File: config.mk
export PLATFORM = sky130hd
export DESIGN_NAME = sbm_shunt_bus_measure_config
export DESIGN_NICKNAME = d
export VERILOG_FILES = /design/src/common/sbm_pkg.sv /design/src/logic/sbm_shunt_bus_measure_config.sv
export VERILOG_INCLUDE_DIRS = /design/src /design/src/common
export SDC_FILE = /design/constraint.sdc
export NUM_CORES = 1
export LEC_CHECK = 0
export BUFFER_PORTS_ARGS = -buffer_cell sky130_fd_sc_hd__buf_2
export CAP_MARGIN = 40
export CORE_MARGIN = 2
export CORE_UTILIZATION = 53
export CTS_CLUSTER_DIAMETER = 30
export DETAILED_ROUTE_END_ITERATION = 16
export HOLD_SLACK_MARGIN = 0.1
export MAX_ROUTING_LAYER = met4
export PLACE_DENSITY = 0.77
export SYNTH_ARGS = -nofsm -noshare
export SYNTH_HDL_FRONTEND = slang
export SYNTH_SLANG_ARGS = --single-unit
export TNS_END_PERCENT = 1
File: constraint.sdc
create_clock -name core_clk -period 3 [get_ports core_clk]
set_input_delay 0.15 -clock core_clk [delete_from_list [all_inputs] [get_ports core_clk]]
set_output_delay 0.15 -clock core_clk [all_outputs]
set_load 0.02 [all_outputs]
File: src/common/sbm_consts.svh
`ifndef SBM_CONSTS_SVH
`define SBM_CONSTS_SVH

// register pointers
`define SBM_PTR_CONFIG 8'h00
`define SBM_PTR_SHUNT 8'h01

// configuration register layout and reset value
`define SBM_CFG_RESET 16'h399F
`define SBM_CFG_SWRST_BIT 15
`define SBM_GAIN_HI 12
`define SBM_GAIN_LO 11
`define SBM_BUSSET_HI 10
`define SBM_BUSSET_LO 7
`define SBM_SHSET_HI 6
`define SBM_SHSET_LO 3
`define SBM_MODE_HI 2
`define SBM_MODE_LO 0

// operating-mode codes
`define SBM_MODE_PWRDN 3'h0
`define SBM_MODE_TRIG_SH 3'h1
`define SBM_MODE_TRIG_BUS 3'h2
`define SBM_MODE_TRIG_BOTH 3'h3
`define SBM_MODE_OFF 3'h4
`define SBM_MODE_CONT_SH 3'h5
`define SBM_MODE_CONT_BUS 3'h6
`define SBM_MODE_CONT_BOTH 3'h7

// full scale at unity gain, in 10 uV steps; doubles per gain code
`define SBM_FS_UNITY 16'h0FA0

// clock and conversion times
`define SBM_CLK_NS 20.0
`define SBM_T_9B_US 84.0
`define SBM_T_10B_US 148.0
`define SBM_T_11B_US 276.0
`define SBM_T_12B_US 532.0
`define SBM_T_AVG2_MS 1.06
`define SBM_T_AVG4_MS 2.13
`define SBM_T_AVG8_MS 4.26
`define SBM_T_AVG16_MS 8.51
`define SBM_T_AVG32_MS 17.02
`define SBM_T_AVG64_MS 34.05
`define SBM_T_AVG128_MS 68.10

`endif

File: src/common/sbm_pkg.sv
package sbm_pkg;
    typedef enum logic [1:0] {
        SBM_IDLE,
        SBM_SHUNT,
        SBM_BUS
    } sbm_state_t;
    typedef logic [21:0] sbm_count_t;
endpackage : sbm_pkg

File: src/logic/sbm_shunt_bus_measure_config.sv
`timescale 1ns/100ps
`include "sbm_consts.svh"
module sbm_shunt_bus_measure_config #(
    parameter int unsigned CYC_9B = int'(`SBM_T_9B_US * 1000.0 / `SBM_CLK_NS),
    parameter int unsigned CYC_10B = int'(`SBM_T_10B_US * 1000.0 / `SBM_CLK_NS),
    parameter int unsigned CYC_11B = int'(`SBM_T_11B_US * 1000.0 / `SBM_CLK_NS),
    parameter int unsigned CYC_12B = int'(`SBM_T_12B_US * 1000.0 / `SBM_CLK_NS),
    parameter int unsigned CYC_AVG2 = int'(`SBM_T_AVG2_MS * 1.0e6 / `SBM_CLK_NS),
    parameter int unsigned CYC_AVG4 = int'(`SBM_T_AVG4_MS * 1.0e6 / `SBM_CLK_NS),
    parameter int unsigned CYC_AVG8 = int'(`SBM_T_AVG8_MS * 1.0e6 / `SBM_CLK_NS),
    parameter int unsigned CYC_AVG16 = int'(`SBM_T_AVG16_MS * 1.0e6 / `SBM_CLK_NS),
    parameter int unsigned CYC_AVG32 = int'(`SBM_T_AVG32_MS * 1.0e6 / `SBM_CLK_NS),
    parameter int unsigned CYC_AVG64 = int'(`SBM_T_AVG64_MS * 1.0e6 / `SBM_CLK_NS),
    parameter int unsigned CYC_AVG128 = int'(`SBM_T_AVG128_MS * 1.0e6 / `SBM_CLK_NS)
) (
    input wire logic core_clk,
    input wire logic nrst,
    input wire logic [7:0] regPtr,
    input wire logic regWrStb,
    input wire logic [15:0] regWrData,
    input wire logic signed [15:0] shuntSample,
    output logic [15:0] regRdData_r,
    output logic shuntConvOn_r,
    output logic busConvOn_r,
    output logic powerDown_r,
    output logic shuntLatched_r,
    output logic busLatched_r
);

    logic [15:0] cfg_r;
    logic [15:0] shuntRes_r;
    logic trigPend_r;
    sbm_pkg::sbm_state_t state_r;
    sbm_pkg::sbm_count_t cnt_r;
    logic cfgWr;
    logic softRst;
    logic [2:0] opMode;
    logic [1:0] gainSel;
    logic [3:0] shuntSet;
    logic [3:0] busSet;
    logic contMode;
    logic goNow;
    logic shuntEnd;
    logic busEnd;

    // conversion length in cycles, one less than the time for the down-counter
    function automatic sbm_pkg::sbm_count_t convCycles(input logic [3:0] code);
        int unsigned c;
        c = CYC_12B;
        if (!code[3])
        begin
            case (code[1:0])
                2'h0: c = CYC_9B;
                2'h1: c = CYC_10B;
                2'h2: c = CYC_11B;
                default: c = CYC_12B;
            endcase
        end
        else
        begin
            case (code[2:0])
                3'h0: c = CYC_12B;
                3'h1: c = CYC_AVG2;
                3'h2: c = CYC_AVG4;
                3'h3: c = CYC_AVG8;
                3'h4: c = CYC_AVG16;
                3'h5: c = CYC_AVG32;
                3'h6: c = CYC_AVG64;
                default: c = CYC_AVG128;
            endcase
        end
        return sbm_pkg::sbm_count_t'(c - 1);
    endfunction : convCycles

    // clamp to the gain range; the 16-bit signed value carries its own sign copies
    function automatic logic [15:0] shuntFmt(input logic signed [15:0] v, input logic [1:0] g);
        logic signed [15:0] lim;
        lim = signed'(16'(`SBM_FS_UNITY << g));
        if (v > lim)
            return lim;
        else if (v < -lim)
            return 16'(-lim);
        else
            return v;
    endfunction : shuntFmt

    assign cfgWr = regWrStb && (regPtr == `SBM_PTR_CONFIG);
    assign softRst = cfgWr && regWrData[`SBM_CFG_SWRST_BIT];
    assign opMode = cfg_r[`SBM_MODE_HI:`SBM_MODE_LO];
    assign gainSel = cfg_r[`SBM_GAIN_HI:`SBM_GAIN_LO];
    assign shuntSet = cfg_r[`SBM_SHSET_HI:`SBM_SHSET_LO];
    assign busSet = cfg_r[`SBM_BUSSET_HI:`SBM_BUSSET_LO];
    assign contMode = opMode[2] && (opMode[1:0] != 2'h0);
    assign goNow = (state_r == sbm_pkg::SBM_IDLE) && !cfgWr && (contMode || trigPend_r);
    assign shuntEnd = (state_r == sbm_pkg::SBM_SHUNT) && (cnt_r == '0) && !cfgWr;
    assign busEnd = (state_r == sbm_pkg::SBM_BUS) && (cnt_r == '0) && !cfgWr;

    // configuration; reset bit self-clears and reloads defaults
    always_ff @(posedge core_clk)
    begin
        if (!nrst || softRst)
            cfg_r <= `SBM_CFG_RESET;
        else if (cfgWr)
            cfg_r <= {1'b0, regWrData[14:0]};
    end

    // pending trigger: a write of a triggered mode arms one sequence
    always_ff @(posedge core_clk)
    begin
        if (!nrst || softRst)
            trigPend_r <= 1'b0;
        else if (cfgWr && !regWrData[2] && (regWrData[1:0] != 2'h0))
            trigPend_r <= 1'b1;
        else if (goNow)
            trigPend_r <= 1'b0;
    end

    // conversion sequencer; any configuration write restarts from idle
    always_ff @(posedge core_clk)
    begin
        if (!nrst || cfgWr)
        begin
            state_r <= sbm_pkg::SBM_IDLE;
            cnt_r <= '0;
        end
        else
        begin
            case (state_r)
                sbm_pkg::SBM_IDLE:
                begin
                    if (goNow && opMode[0])
                    begin
                        state_r <= sbm_pkg::SBM_SHUNT;
                        cnt_r <= convCycles(shuntSet);
                    end
                    else if (goNow && opMode[1])
                    begin
                        state_r <= sbm_pkg::SBM_BUS;
                        cnt_r <= convCycles(busSet);
                    end
                end
                sbm_pkg::SBM_SHUNT:
                begin
                    if (cnt_r != '0)
                        cnt_r <= cnt_r - 1'b1;
                    else if (opMode[1])
                    begin
                        state_r <= sbm_pkg::SBM_BUS;
                        cnt_r <= convCycles(busSet);
                    end
                    else
                        state_r <= sbm_pkg::SBM_IDLE;
                end
                sbm_pkg::SBM_BUS:
                begin
                    if (cnt_r != '0)
                        cnt_r <= cnt_r - 1'b1;
                    else
                        state_r <= sbm_pkg::SBM_IDLE;
                end
                default: state_r <= sbm_pkg::SBM_IDLE;
            endcase
        end
    end

    // shunt result, kept across idle periods
    always_ff @(posedge core_clk)
    begin
        if (!nrst || softRst)
            shuntRes_r <= 16'h0000;
        else if (shuntEnd)
            shuntRes_r <= shuntFmt(shuntSample, gainSel);
    end

    // read data follows the pointer one cycle later
    always_ff @(posedge core_clk)
    begin
        if (!nrst)
            regRdData_r <= 16'h0000;
        else if (regPtr == `SBM_PTR_CONFIG)
            regRdData_r <= cfg_r;
        else if (regPtr == `SBM_PTR_SHUNT)
            regRdData_r <= shuntRes_r;
        else
            regRdData_r <= 16'h0000;
    end

    always_ff @(posedge core_clk)
    begin
        if (!nrst)
        begin
            shuntConvOn_r <= 1'b0;
            busConvOn_r <= 1'b0;
            powerDown_r <= 1'b0;
            shuntLatched_r <= 1'b0;
            busLatched_r <= 1'b0;
        end
        else
        begin
            shuntConvOn_r <= (state_r == sbm_pkg::SBM_SHUNT);
            busConvOn_r <= (state_r == sbm_pkg::SBM_BUS);
            powerDown_r <= (opMode == `SBM_MODE_PWRDN);
            shuntLatched_r <= shuntEnd;
            busLatched_r <= busEnd;
        end
    end

    a_mode_after_reset: assert property (@(posedge core_clk)
        !nrst |=> cfg_r[2:0] == `SBM_MODE_CONT_BOTH && cfg_r[12:11] == 2'h3)
        else $error("mode or gain not at default after reset");

    a_soft_reset: assert property (@(posedge core_clk) disable iff (!nrst)
        softRst |=> cfg_r == `SBM_CFG_RESET && shuntRes_r == 16'h0000)
        else $error("software reset did not restore defaults");

    a_short_conv_time: assert property (@(posedge core_clk) disable iff (!nrst)
        (goNow && opMode[0] && shuntSet[3] == 1'b0 && shuntSet[1:0] == 2'h0)
        |=> cnt_r == sbm_pkg::sbm_count_t'(CYC_9B - 1))
        else $error("9-bit conversion length wrong");

    a_avg_conv_time: assert property (@(posedge core_clk) disable iff (!nrst)
        (goNow && opMode[0] && shuntSet == 4'hF)
        |=> cnt_r == sbm_pkg::sbm_count_t'(CYC_AVG128 - 1))
        else $error("128-sample conversion length wrong");

    a_pwrdn_no_conv: assert property (@(posedge core_clk) disable iff (!nrst)
        (opMode == `SBM_MODE_PWRDN) [*2] |-> !shuntConvOn_r && !busConvOn_r && powerDown_r)
        else $error("conversion active in power-down");

    a_cont_restart: assert property (@(posedge core_clk) disable iff (!nrst)
        (state_r == sbm_pkg::SBM_IDLE && opMode == `SBM_MODE_CONT_BOTH && !cfgWr)
        |=> state_r == sbm_pkg::SBM_SHUNT ##1 shuntConvOn_r)
        else $error("continuous mode did not restart");

    a_trig_stays_idle: assert property (@(posedge core_clk) disable iff (!nrst)
        (state_r == sbm_pkg::SBM_IDLE && !trigPend_r && !contMode && !cfgWr)
        |=> state_r == sbm_pkg::SBM_IDLE)
        else $error("triggered mode converted without a new trigger");

    a_result_format: assert property (@(posedge core_clk) disable iff (!nrst)
        (shuntEnd && !softRst) |=> shuntRes_r == shuntFmt($past(shuntSample), $past(gainSel)))
        else $error("shunt result not formatted from sample");

    a_clamp_div8_neg: assert property (@(posedge core_clk) disable iff (!nrst)
        (shuntEnd && !softRst && gainSel == 2'h3 && shuntSample < -16'sd32000)
        |=> shuntRes_r == 16'h8300)
        else $error("div8 negative clamp wrong");

    a_clamp_unity_pos: assert property (@(posedge core_clk) disable iff (!nrst)
        (shuntEnd && !softRst && gainSel == 2'h0 && shuntSample > 16'sd4000)
        |=> shuntRes_r == 16'h0FA0 && shuntLatched_r)
        else $error("unity positive clamp wrong");

    a_sign_copies: assert property (@(posedge core_clk) disable iff (!nrst)
        (shuntEnd && !softRst && gainSel == 2'h1)
        |=> shuntRes_r[15:13] == 3'h0 || shuntRes_r[15:13] == 3'h7)
        else $error("div2 sign copies differ");

    a_read_shunt: assert property (@(posedge core_clk) disable iff (!nrst)
        (regPtr == `SBM_PTR_SHUNT) |=> regRdData_r == $past(shuntRes_r))
        else $error("shunt read returned wrong word");

endmodule : sbm_shunt_bus_measure_config

Word level (Yosys, flattened, before mapping)
Cells that the tools add are included.

storage, ports and cells
  register bits after elaboration = 77

cells by class
  order comparisons = 2
  shift-type cells = 1
  equality and inequality tests = 24
  bitwise gates (word level) = 2
  mux-type cells = 35
  add/subtract/negate cells = 5
  reductions and logical operators = 35

operator list
  kind                   number
  $mux 22                18
  $pmux 22 s7            2
  $pmux 15 s3            2
  $sub 22x1->22 const B  4
  $pmux 22 s3            1
  $mux 16                2
  $mux 15                2
  $logic_not 22->1       1
  $reduce_bool 22->1     1
  $eq 3x3->1 const B     6
  $gt 16x16->1           1
  $lt 16x16->1           1
  $neg 16->16            1
  $shl 12x2->16 const A  1
  $logic_and 1x1->1      13
  $eq 3x2->1 const B     4
  $mux 2                 5
  $logic_not 3->1        3
  $eq 8x1->1 const B     1
  $logic_not 8->1        1
  $eq 2x1->1 const B     3
  $eq 2x2->1 const B     3
  $eq 3x1->1 const B     2
  $logic_not 2->1        3
  14 further kinds       23

Longest topological paths before layout
Gate-level depths: netlist of the first run.

  word-level depth = 14
  gate-level depth with buffers = 17

Least setup slack after synthesis of the first run
No wires, ideal clock.

  path type = flip-flop to flip-flop
  start point = register cfg_r[12]
  end point = register shuntRes_r[9]
  path buffers = 1
  setup slack = -241 ps
  required time = 2,883 ps
  arrival time = 3,124 ps
  stages on the path, launching flop included = 16
  path through = dfxtp_1 > inv_1 > ha_1 > inv_1 > ha_1 > o21a_1 > o21a_1 > o21ai_0 > a21oi_1 > o21bai_1 > a221o_1 > ha_1 > clkbuf_1 > mux2_2 > o21a_1 > a22o_1

on the way
  cells in the longest elaborated chain, start to end = 5

ends and longest elaborated chain
  element                             line                                                                    RTL
  start: declaration                  sbm_shunt_bus_measure_config.sv:30                                      logic [15:0] cfg_r;
  start signal: assignment            sbm_shunt_bus_measure_config.sv:102                                     cfg_r <= `SBM_CFG_RESET;
  start signal: assignment            sbm_shunt_bus_measure_config.sv:104                                     cfg_r <= {1'b0, regWrData[14:0]};
  $shl 12x2->16 (no source line) (*)  n/a
  $neg 16->16                         sbm_shunt_bus_measure_config.sv:81, sbm_shunt_bus_measure_config.sv:82
  $lt 16x16->1                        sbm_shunt_bus_measure_config.sv:81                                      else if (v < -lim)
  $mux 16                             sbm_shunt_bus_measure_config.sv:81
  $mux 16 (*)                         sbm_shunt_bus_measure_config.sv:79                                      if (v > lim)
  end signal: assignment              sbm_shunt_bus_measure_config.sv:172                                     shuntRes_r <= shuntFmt(shuntSample, gainSel);
  end: declaration                    sbm_shunt_bus_measure_config.sv:31                                      logic [15:0] shuntRes_r;

Mark *: on every way between the ends. The rest lies on a longest branch, timed or not.
A chain may end at the register's enable or synchronous reset.

Worst setup path after layout of the first run
  start point = register cfg_r[12]
  end point = register shuntRes_r[15]

Same word-level chain as after synthesis.

==> out/metrics.sh, run 1 <==
FIN_CRIT_SH_PCT=94.8
DPL_CELL_AREA_MM2=0.00578
LEAKAGEPOWER_nW=2.51
GRT_PASS1_WL_UM=25700
DETAIL_ROUTE.DRC_VIOLATIONS=0
ANTENNA_FOUND_INITIAL=0
CTS_ROOT_BUFFER='clkbuf_8'
SYNTH_FP_NETS=740
INSERTEDDIODECOUNT=0
DETAILEDROUTE.FIRSTPASSITERATIONCOUNT=5
CTSHTREEMAXLEVEL=3
CTS_TREE='yes'
TOPROUTINGLAYERUSED='met4'
WORST_SETUP_TIMING_SLACK_AT_THE_PLACEMENT_STAGE_NS=0.0319
DIE-HEIGHT_UM=103
DRT-INITIAL-DRC-COUNT=472
CLK_PATH_BUF_DEPTH=2
LAYOUT.CELLS.MOST_COMMON='dfxtp_1'
LAYOUT_COMMON_CELLS='dfxtp_1, nor2_1, nand2_1'
TIMING.CRITICAL_PATH.FANOUT_MAX=12
SETUP.WORST_PATH.CLASS='reg -> reg'
MULTIINPUTGATEAREA_MM2=0.00344
FINAL_MAX_SLEW_VIOL_COUNT=0
YS_FF_LATCH=77
PLACEMENT_ROWS=36
VIA_COUNT_OF_THE_FIRST_GLOBAL_ROUTING_PASS=5230
WORST-R2R-SETUP-SLACK_NS=0.16
GPL.FINAL_WEIGHTED_CONGESTION=1.02
NUMBER_OF_ENABLE_FLIP_FLOP_CELLS_AFTER_SYNTHESIS=0
POST-DP-HPWL_UM=11600
MAX-CAP-VIOLATIONS=0
CP_ENDPOINT_KIND='flop'
WL_MET2_UM=7340
PLACE.DETAILED.INSTANCES=855
TOP_LEVEL_PINS=64
POST_SYNTHESIS_ASYNC_SET_OR_RESET_FLOP_SHARE_PCT=0
INITIAL_UTILIZATION_PCT=54.0
SYNTH-SEQ-AREA-SHARE_PCT=29.5
TIMING.MAX_SLEW.REL_SLACK_PCT=55.1
FINAL-SETUP-VIOL-COUNT=0
M1WIRELENGTH_UM=6710
WORST_SLEW_PIN_SLEW_NS=0.673
FINAL.MIN_CLOCK_PERIOD_NS=2.84
CTS_BUFFERS=9
SYNTH_AREA_PER_CELL_UM2=7.81
SETUP_WS_NS=0.155
MET3ROUTEDLENGTH_UM=1360
GRT_OVERFLOW_TOTAL=0
ROUTED_WIRE_LENGTH_PER_INSTANCE_UM=17.7
DIEAREA_MM2=0.0107
POST_DRT_VIA_CELL_RATIO=6.18
LAYOUT.NETS=827
TOTALWIRELENGTH_UM=15800
WORSTPATHARRIVAL_NS=3.15
DETAIL_ROUTE_ANTENNA_NETS=0
WORST_CLOCK_SKEW_NS=0.0216
TIMING.CRITICAL_PATH.FROM_TYPE='flop'
RUN_STATUS='complete, no violations'
AREA_DELTA_SYNTH_FINAL_PCT=19.4
FILLERS=813
IO_BUFFERS=63
REPORT.FINAL.HOLD_VIOL_COUNT=0
SEQCELLAREA_MM2=0.00154
SYNTHESIZED_INSTANCE_COUNT=669
CLKSINKCOUNT=77
CP.REQUIRED_NS=3.30
P_PER_AREA_mW_PER_MM2=732
CORE_MM2=0.00968
GLOBAL_ROUTE.USAGE.TOTAL_PCT=31.6
VIAS=5522
RSZ0062_AT_GRT='no'
SYNTH_CELL_TYPE_COUNT=73
POWER_AFTER_LAYOUT_mW=4.57
CLOCK_NETWORK_LATENCY_TO_THE_LATER_PIN_OF_THE_WORST_SKEW_PAIR_NS=0.38
MAX_CLOCK_FREQ_MHz=352
SYNTHFLOPTYPE='dfxtp_1'
POST_ROUTE_CELLS_DRIVE_ABOVE_1_SHARE_PCT=18.7
YOSYS_WARNINGS=0
HOLD_PATH_CLASS='in -> reg'
FINALNONFILLERCELLS=894
GRT_MAX_DEGREE=27
SETUP-TNS-FINAL_NS=0
IR_WORST_VDD_mV=0.404
POST_SYNTHESIS_CELL_AREA_MM2=0.00523
FINAL_NON_FILLER_CELL_AREA_MM2=0.00624
CTS.REPORTEDPATHS.CLKPINSLEW_NS=0.11
DIE_X_UM=103
registers in the layout (all words and copies together) (netlist names), 2 cells and up:
register	flops
cnt_r	22
regRdData_r	16
shuntRes_r	16
cfg_r	15
state_r	2
cells by family after synthesis:
group	synth area share [%]
AND/OR/NAND/NOR	25.0
XOR/XNOR	3.02
multiplexers	5.39
buffers and inverters	5.72
flip-flops	29.5
AO/OA/AOI/OAI	24.7
adder cells (fa/ha/maj)	6.70
critical path, stage by stage, from the launching register on:
cell       delay (ns)
dfxtp_1          0.36
buf_4            0.17
ha_1             0.17
inv_1            0.08
ha_1             0.33
nor4b_1          0.35
and4_1           0.25
a2bb2oi_1        0.13
and2_2           0.31
or4_1            0.46
a21oi_1          0.18
repair_timing:
item	in CTS	in global routing
setup buffers	0	1
setup endpoints to repair	1	16
endpoints found under the hold margin	21	0
gates resized for setup	0	10
hold buffers	22	0
pin swaps	0	3
through the flow:
| step | utilization [%] | hold WS, ns |
|---|---|---|
| after global routing | 64.4 | 0.137 |
| after global placement | 59.6 | 0.361 |
| after CTS | 64.0 | 0.103 |
| after detailed placement | 59.6 | 0.368 |
| final | 64.4 | 0.117 |
| after floorplan | - | 0.226 |
power by group:
group / switching (mW) / internal [mW]
sequential: 0.226 / 1.18
clock: 0.480 / 0.331
combinational: 1.40 / 0.947
total: 2.11 / 2.46
layout make-up:
cell class	count	area share, %
flip-flops and latches	77	24.7
multi-input cells	523	55.2
well taps	133	2.67
clock inverters	7	1.20
clock buffers	9	1.98
repair buffers	120	12.8
inverters	25	1.50
per-layer routing:
metal  track usage [%]  vias up
met2              49.5      267
met3              6.59       36
li1                  -     2636
met4              11.1        0
met1              40.6     2583
met5                 -        -
synthesized netlist by cell type (6+ instances only):
cell	number	share of area, %
xnor2_1	10	1.7
or4_1	6	0.86
nor3_1	23	2.2
nand3_1	23	2.2
o22ai_1	6	0.72
clkbuf_1	29	2.1
nor4_1	8	0.96
a211oi_1	13	1.9
buf_2	8	0.77
mux2i_1	27	5.2
o21ai_0	39	3.7
or3_1	9	1.1
nand2_1	71	5.1
o211ai_1	10	1.4
o221ai_1	6	1.0
dfxtp_1	77	29
xor2_1	8	1.3
inv_1	25	1.8
nor2_1	74	5.3
nor2b_1	11	1.3
nand4_1	6	0.72
ha_1	28	6.7
a21oi_1	48	4.6
worst paths after layout:
path         cells past startpoint                         from                          end
max reg2reg                     10       cfg_r[12]$_SDFFE_PP1P_  shuntRes_r[15]$_SDFFE_PP0P_
min                              3                regWrData[15]        cfg_r[2]$_SDFFE_PP1P_
min reg2reg                      2  shuntRes_r[15]$_SDFFE_PP0P_   regRdData_r[15]$_SDFF_PP0_
max                             10       cfg_r[12]$_SDFFE_PP1P_  shuntRes_r[15]$_SDFFE_PP0P_
Power figures use the tool's default switching activity.
==> run 2, diff against run 1 <==
PLACE_DENSITY = 0.79   (was 0.77)
==> out/metrics.sh, run 2 (same netlist as run 1, synthesis figures left out) <==
CTS_ROOT_BUFFER='clkbuf_8'  # unchanged
FAILED_CHECKS='design-rule violations'
GPL.FINAL_WEIGHTED_CONGESTION=0.996  # was 1.02
POST_DRT_VIA_CELL_RATIO=6.24  # was 6.18
CP.REQUIRED_NS=3.27  # was 3.30 ns
REPORT.FINAL.HOLD_VIOL_COUNT=0  # unchanged
LAYOUT_COMMON_CELLS='dfxtp_1, nor2_1, nand2_1'  # unchanged
CP_ENDPOINT_KIND='flop'  # unchanged
DETAILEDROUTE.FIRSTPASSITERATIONCOUNT=13  # was 5
INITIAL_UTILIZATION_PCT=54.0  # unchanged
ANTENNA_FOUND_INITIAL=0  # unchanged
GRT_MAX_DEGREE=27  # unchanged
FINAL_MAX_SLEW_VIOL_COUNT=0  # unchanged
DIE_X_UM=103  # unchanged
LARGEST_REGISTER='cnt_r'  # unchanged
TOTALWIRELENGTH_UM=16200  # was 15800 µm
BIGGESTREGSBYFLOPS='cnt_r (22), regRdData_r (16), shuntRes_r (16)'  # unchanged
CORE_MM2=0.00968  # unchanged
WORSTPATHARRIVAL_NS=3.15  # about the same
CTSHTREEMAXLEVEL=3  # unchanged
AREA_DELTA_SYNTH_FINAL_PCT=19.0  # was 19.4%
MAX-CAP-VIOLATIONS=0  # unchanged
FINAL.MIN_CLOCK_PERIOD_NS=2.87  # was 2.84 ns
HOLD_PATH_CLASS='in -> reg'  # unchanged
FINAL-SETUP-VIOL-COUNT=0  # unchanged
CTS_TREE='yes'  # unchanged
RUN_STATUS='finished with violations'  # was complete, no violations
LEAKAGEPOWER_nW=2.50  # was 2.51 nW
CTS_BUFFERS=9  # unchanged
ROUTED_WIRE_LENGTH_PER_INSTANCE_UM=18.2  # was 17.7 µm
GRT_OVERFLOW_TOTAL=0  # unchanged
WORST_SLEW_PIN_SLEW_NS=0.836  # was 0.673 ns
POST-DP-HPWL_UM=11600  # about the same
DIEAREA_MM2=0.0107  # unchanged
MAX_REG_FLOPS=22  # unchanged
TIMING.CRITICAL_PATH.FROM_TYPE='flop'  # unchanged
CLOCK_NETWORK_LATENCY_TO_THE_LATER_PIN_OF_THE_WORST_SKEW_PAIR_NS=0.38  # about the same
POST_ROUTE_CELLS_DRIVE_ABOVE_1_SHARE_PCT=18.3  # was 18.7%
DIE-HEIGHT_UM=103  # unchanged
FILLERS=844  # was 813
TIMING.MAX_SLEW.REL_SLACK_PCT=44.0  # was 55.1%
SEQCELLAREA_MM2=0.00154  # unchanged
IR_WORST_VDD_mV=0.391  # was 0.404 mV
GLOBAL_ROUTE.USAGE.TOTAL_PCT=32.3  # was 31.6%
DETAIL_ROUTE_ANTENNA_NETS=0  # unchanged
FIN_CRIT_SH_PCT=95.8  # was 94.8%
HOLD_WS_NS=0.101  # was 0.117 ns
TOP_LEVEL_PINS=64  # unchanged
VIA_COUNT_OF_THE_FIRST_GLOBAL_ROUTING_PASS=5238  # was 5230
PLACEMENT_ROWS=36  # unchanged
FINAL_UTIL_PCT=64.2  # was 64.4%
POST-CTS-SETUP-BUFFERS=0  # unchanged
P_PER_AREA_mW_PER_MM2=727  # was 732 mW/mm²
CLKSINKCOUNT=77  # unchanged
MAX_CLOCK_FREQ_MHz=348  # was 352 MHz
SETUP-TNS-FINAL_NS=0  # unchanged
WORST-R2R-SETUP-SLACK_NS=0.13  # was 0.16 ns
SETUP.WORST_PATH.CLASS='reg -> reg'  # unchanged
LAYOUT.NETS=826  # was 827
CTS.REPORTEDPATHS.CLKPINSLEW_NS=0.11  # about the same
DRT-INITIAL-DRC-COUNT=467  # was 472
IO_BUFFERS=63  # unchanged
INSERTEDDIODECOUNT=0  # unchanged
WORST_CLOCK_SKEW_NS=0.0217  # was 0.0216 ns
MULTIINPUTGATEAREA_MM2=0.00343  # was 0.00344 mm²
CLK_PATH_BUF_DEPTH=2  # unchanged
GRT_PASS1_WL_UM=25800  # was 25700 µm
LAYOUT.CELLS.MOST_COMMON='dfxtp_1'  # unchanged
VIAS=5570  # was 5522
TIMING.CRITICAL_PATH.FANOUT_MAX=4  # was 12
DETAIL_ROUTE.DRC_VIOLATIONS=2  # was 0
==> run 2: changes by cell type in the layout (fill, tap and decap cells not counted), moves of 2 or more <==
| cell | delta |
|---|---|
| dlygate4sd3_1 | -2 |
| inv_1 | +2 |
| inv_2 | -2 |
| nor3_1 | +2 |
| nor3_2 | -2 |
==> run 2: what timing repair did <==
action	4_1_cts	5_1_grt
hold buffers	20	0
gates resized for setup	0	6
hold endpoints to repair	22	0
setup endpoints to repair	0	16
==> run 2: per-stage QoR <==
| stage | worst slack (ns) | instance area, µm² | std cells | total power, mW |
|---|---|---|---|---|
| after floorplan | 0.0377 | 5240 | 669 | 3.00 |
| after detailed placement | 0.0499 | 5790 | 857 | 3.62 |
| after global routing | -0.0228 | 6220 | 893 | 4.77 |
| after CTS | 0.0244 | 6190 | 893 | 4.44 |
| final | 0.126 | 6220 | 893 | 4.52 |
| after global placement | 0.138 | 5780 | 856 | 3.57 |
==> run 2: layer usage <==
| layer | routed length (µm) | vias up | GRT usage [%] |
|---|---|---|---|
| li1 | - | 2632 | - |
| met1 | 6890 | 2607 | 41.2 |
| met2 | 7520 | 276 | 50.7 |
| met3 | 1360 | 55 | 6.92 |
| met4 | 461 | 0 | 11.2 |
| met5 | 0 | - | - |
==> run 2: critical path: stages, from the launching register on <==
cell,delay [ns]
dfxtp_1,0.33
inv_2,0.09
ha_4,0.13
inv_1,0.05
ha_1,0.30
o21a_1,0.11
o21a_1,0.10
o21ai_1,0.07
a21oi_1,0.14
o21bai_1,0.07
a221o_1,0.36
ha_4,0.30
mux2_2,0.33
o21a_1,0.17
a22o_1,0.20
==> run 2: power by group <==
part	internal [mW]	total (mW)	switching (mW)
sequential	1.18	1.40	0.220
clock	0.331	0.818	0.487
combinational	0.910	2.30	1.39
total	2.42	4.52	2.10
==> run 2: layout make-up <==
cell class              count  area share (%)
inverters                  25            1.51
multi-input cells         523            55.2
clock buffers               9            1.99
clock inverters             7            1.21
flip-flops and latches     77            24.8
well taps                 133            2.68
repair buffers            119            12.6
==> run 2: final timing paths <==
kind                                from                         end  cells past startpoint
max               cfg_r[11]$_SDFFE_PP1P_  shuntRes_r[9]$_SDFFE_PP0P_                     14
min                         regWrData[1]       cfg_r[1]$_SDFFE_PP1P_                      3
max reg2reg       cfg_r[11]$_SDFFE_PP1P_  shuntRes_r[9]$_SDFFE_PP0P_                     14
min reg2reg  shuntRes_r[15]$_SDFFE_PP0P_  regRdData_r[15]$_SDFF_PP0_                      2
==> run 3, diff against run 2 <==
MAX_ROUTING_LAYER = default   (was met4)
==> out/metrics.sh, run 3 (same netlist as run 1, synthesis figures left out) <==
CLK_PATH_BUF_DEPTH=2  # unchanged
CLKSINKCOUNT=77  # unchanged
POST_DRT_VIA_CELL_RATIO=6.20  # was 6.24
DRT-INITIAL-DRC-COUNT=452  # was 467
P_INT_mW=2.41  # was 2.42 mW
POST-CTS-SETUP-BUFFERS=0  # unchanged
LAYOUT_COMMON_CELLS='dfxtp_1, nor2_1, nand2_1'  # unchanged
FINAL_MAX_SLEW_VIOL_COUNT=0  # unchanged
CTS_TREE='yes'  # unchanged
CTSHTREEMAXLEVEL=3  # unchanged
MAX_REG_FLOPS=22  # unchanged
WORSTPATHARRIVAL_NS=3.13  # was 3.15 ns
GRT_MAX_DEGREE=27  # unchanged
GPL.FINAL_WEIGHTED_CONGESTION=0.987  # was 0.996
PLACE.DETAILED.INSTANCES=852  # was 857
WORST_CLOCK_SKEW_NS=0.0198  # was 0.0217 ns
LEAKAGEPOWER_nW=2.48  # was 2.50 nW
P_PER_AREA_mW_PER_MM2=723  # was 727 mW/mm²
MAX_CLOCK_FREQ_MHz=352  # was 348 MHz
WORST_SETUP_TIMING_SLACK_AT_THE_PLACEMENT_STAGE_NS=-0.00656  # was 0.0499 ns
FINAL.MIN_CLOCK_PERIOD_NS=2.84  # was 2.87 ns
PLACEMENT_ROWS=36  # unchanged
PATH_CELLS='inv_2 > ha_4 > inv_2 > ha_4 > o21a_1 > o21a_1 > o21ai_0 > a21oi_1 > o21bai_1 > a221o_1 > ha_4 > mux2_2 > o21a_1 > a22o_1'  # was inv_2 > ha_4 > inv_1 > ha_1 > o21a_1 > o21a_1 > o21ai_1 > a21oi_1 > o21bai_1 > a221o_1 > ha_4 > mux2_2 > o21a_1 > a22o_1
PWR-SHARE-COMB_PCT=51.6  # was 50.9%
DPL_CELL_AREA_MM2=0.00575  # was 0.00579 mm²
TIMING.MAX_SLEW.REL_SLACK_PCT=35.7  # was 44.0%
TIMING.CRITICAL_PATH.FROM_TYPE='flop'  # unchanged
CP_SLOWEST_STAGE_DELAY_NS=0.33  # was 0.36 ns
SEQPWRFRAC_PCT=31.3  # was 31.0%
VIAS=5514  # was 5570
HOLD_PATH_CLASS='in -> reg'  # unchanged
AREA_DELTA_SYNTH_FINAL_PCT=18.4  # was 19.0%
TOTALWIRELENGTH_UM=15900  # was 16200 µm
CP.REQUIRED_NS=3.28  # was 3.27 ns
CTS_ROOT_BUFFER='clkbuf_8'  # unchanged
ROUTED_WIRE_LENGTH_PER_INSTANCE_UM=17.9  # was 18.2 µm
TOP_LEVEL_PINS=64  # unchanged
LAYOUT.NETS=823  # was 826
LARGEST_REGISTER='cnt_r'  # unchanged
WORST-R2R-SETUP-SLACK_NS=0.16  # was 0.13 ns
RSZ0062_AT_GRT='yes'
IO_BUFFERS=63  # unchanged
BIGGESTREGSBYFLOPS='cnt_r (22), regRdData_r (16), shuntRes_r (16)'  # unchanged
MAX-CAP-VIOLATIONS=0  # unchanged
CORE_MM2=0.00968  # unchanged
DETAILEDROUTE.FIRSTPASSITERATIONCOUNT=5  # was 13
FINAL_UTIL_PCT=63.9  # was 64.2%
VIA_COUNT_OF_THE_FIRST_GLOBAL_ROUTING_PASS=5104  # was 5238
INITIAL_UTILIZATION_PCT=54.0  # unchanged
POST_ROUTE_CELLS_DRIVE_ABOVE_1_SHARE_PCT=18.2  # was 18.3%
SETUP.WORST_PATH.CLASS='reg -> reg'  # unchanged
CP_ENDPOINT_KIND='flop'  # unchanged
CTS.REPORTEDPATHS.CLKPINSLEW_NS=0.08  # was 0.11 ns
LAYOUT.CELLS.MOST_COMMON='dfxtp_1'  # unchanged
DETAIL_ROUTE_ANTENNA_NETS=0  # unchanged
POWER.CLOCK.FRACTION_PCT=17.1  # was 18.1%
GLOBAL_ROUTE.USAGE.TOTAL_PCT=30.8  # was 32.3%
CLOCK_NETWORK_LATENCY_TO_THE_LATER_PIN_OF_THE_WORST_SKEW_PAIR_NS=0.39  # was 0.38 ns
IR_WORST_VDD_mV=0.424  # was 0.391 mV
POWER.SWITCHING_mW=2.07  # was 2.10 mW
DIEAREA_MM2=0.0107  # unchanged
ANTENNA_FOUND_INITIAL=0  # unchanged
FINALNONFILLERCELLS=890  # was 893
FIN_CRIT_SH_PCT=94.8  # was 95.8%
FINAL-SETUP-VIOL-COUNT=0  # unchanged
GRT_PASS1_WL_UM=25100  # was 25800 µm
RUN_STATUS='complete, no violations'  # was finished with violations
FINAL_NON_FILLER_CELL_AREA_MM2=0.00619  # was 0.00622 mm²
POST-DP-HPWL_UM=11600  # about the same
DETAIL_ROUTE.DRC_VIOLATIONS=0  # was 2
REPORT.FINAL.HOLD_VIOL_COUNT=0  # unchanged
GRT_OVERFLOW_TOTAL=0  # unchanged
TIMING.CRITICAL_PATH.FANOUT_MAX=5  # was 4
INSERTEDDIODECOUNT=0  # unchanged
CTS_BUFFERS=9  # unchanged
WORST_PATH_MAX_DELAY_CELL='dfxtp_2'  # was a221o_1
DIE_X_UM=103  # unchanged
SWITCHING_SHARE_PCT=46.2  # was 46.4%
WORST_SLEW_PIN_SLEW_NS=0.940  # was 0.836 ns
DIE-HEIGHT_UM=103  # unchanged
SETUP_WS_NS=0.156  # was 0.126 ns
run 3: cell count changes in the layout (fill, tap and decap cells not counted), moves of 2 or more:
| cell | previous run | this run |
|---|---|---|
| clkinv_4 | 0 | 2 |
| dfxtp_2 | 0 | 2 |
| dlygate4sd3_1 | 20 | 22 |
| inv_2 | 2 | 4 |
| clkinv_2 | 0 | 2 |
| inv_8 | 3 | 0 |
| dfxtp_1 | 77 | 75 |
| inv_1 | 23 | 21 |
| buf_4 | 36 | 31 |
run 3: per-stage QoR:
step | hold WS (ns) | power (mW) | TNS, ns
after floorplan | 0.226 | 3.00 | 0
after global placement | 0.359 | 3.54 | 0
after detailed placement | 0.363 | 3.61 | -0.00656
after CTS | 0.115 | 4.39 | 0
after global routing | 0.112 | 4.71 | -0.00850
final | 0.0996 | 4.47 | 0
run 3: worst paths after layout:
kind | start | to | depth (start not counted)
worst max-delay path | cfg_r[11]$_SDFFE_PP1P_ | shuntRes_r[9]$_SDFFE_PP0P_ | 14
worst min-delay path | regWrData[15] | cfg_r[0]$_SDFFE_PP1P_ | 3
worst max register to register | cfg_r[11]$_SDFFE_PP1P_ | shuntRes_r[9]$_SDFFE_PP0P_ | 14
worst min register to register | shuntRes_r[15]$_SDFFE_PP0P_ | shuntRes_r[15]$_SDFFE_PP0P_ | 2
run 3: layout make-up:
type,count,area (µm²)
Fill cell,825,3500
Multi-Input combinational cell,523,3430
Sequential cell,77,1540
Timing Repair Buffer,116,768
Tap cell,133,166
Clock buffer,10,138
Inverter,25,93.8
Clock inverter,6,45.0
run 3: repair_timing:
| item | 4_1_cts | 5_1_grt |
|---|---|---|
| pin swaps | 0 | 2 |
| setup endpoints to repair | 1 | 13 |
| hold buffers | 22 | 0 |
| gates resized for setup | 1 | 8 |
| hold endpoints to repair | 25 | 0 |
run 3: layer usage:
layer	track usage, %	up-vias	part of all wire (%)
met5	0	-	0
met4	9.82	0	2.4
met2	50.8	285	46
met1	39.8	2573	43
met3	7.53	38	8.4
li1	-	2618	-
run 3: power by group through the flow:
stage	logic [mW]	clock network, mW	registers, mW
CTS	2.23	0.768	1.39
global placement	2.14	0	1.40
global route	2.47	0.818	1.42
detailed placement	2.20	0	1.41
finish	2.31	0.767	1.40
floorplan	1.64	0	1.36
run 3: worst max-delay path: cells and delay by family, from the launching register on:
kind	cells	cell delay, ns
buffers and inverters	2	0.14
DFF	1	0.33
AOI/OAI and AO/OA	8	1.23
adders and majority gates	3	0.72
muxes	1	0.33
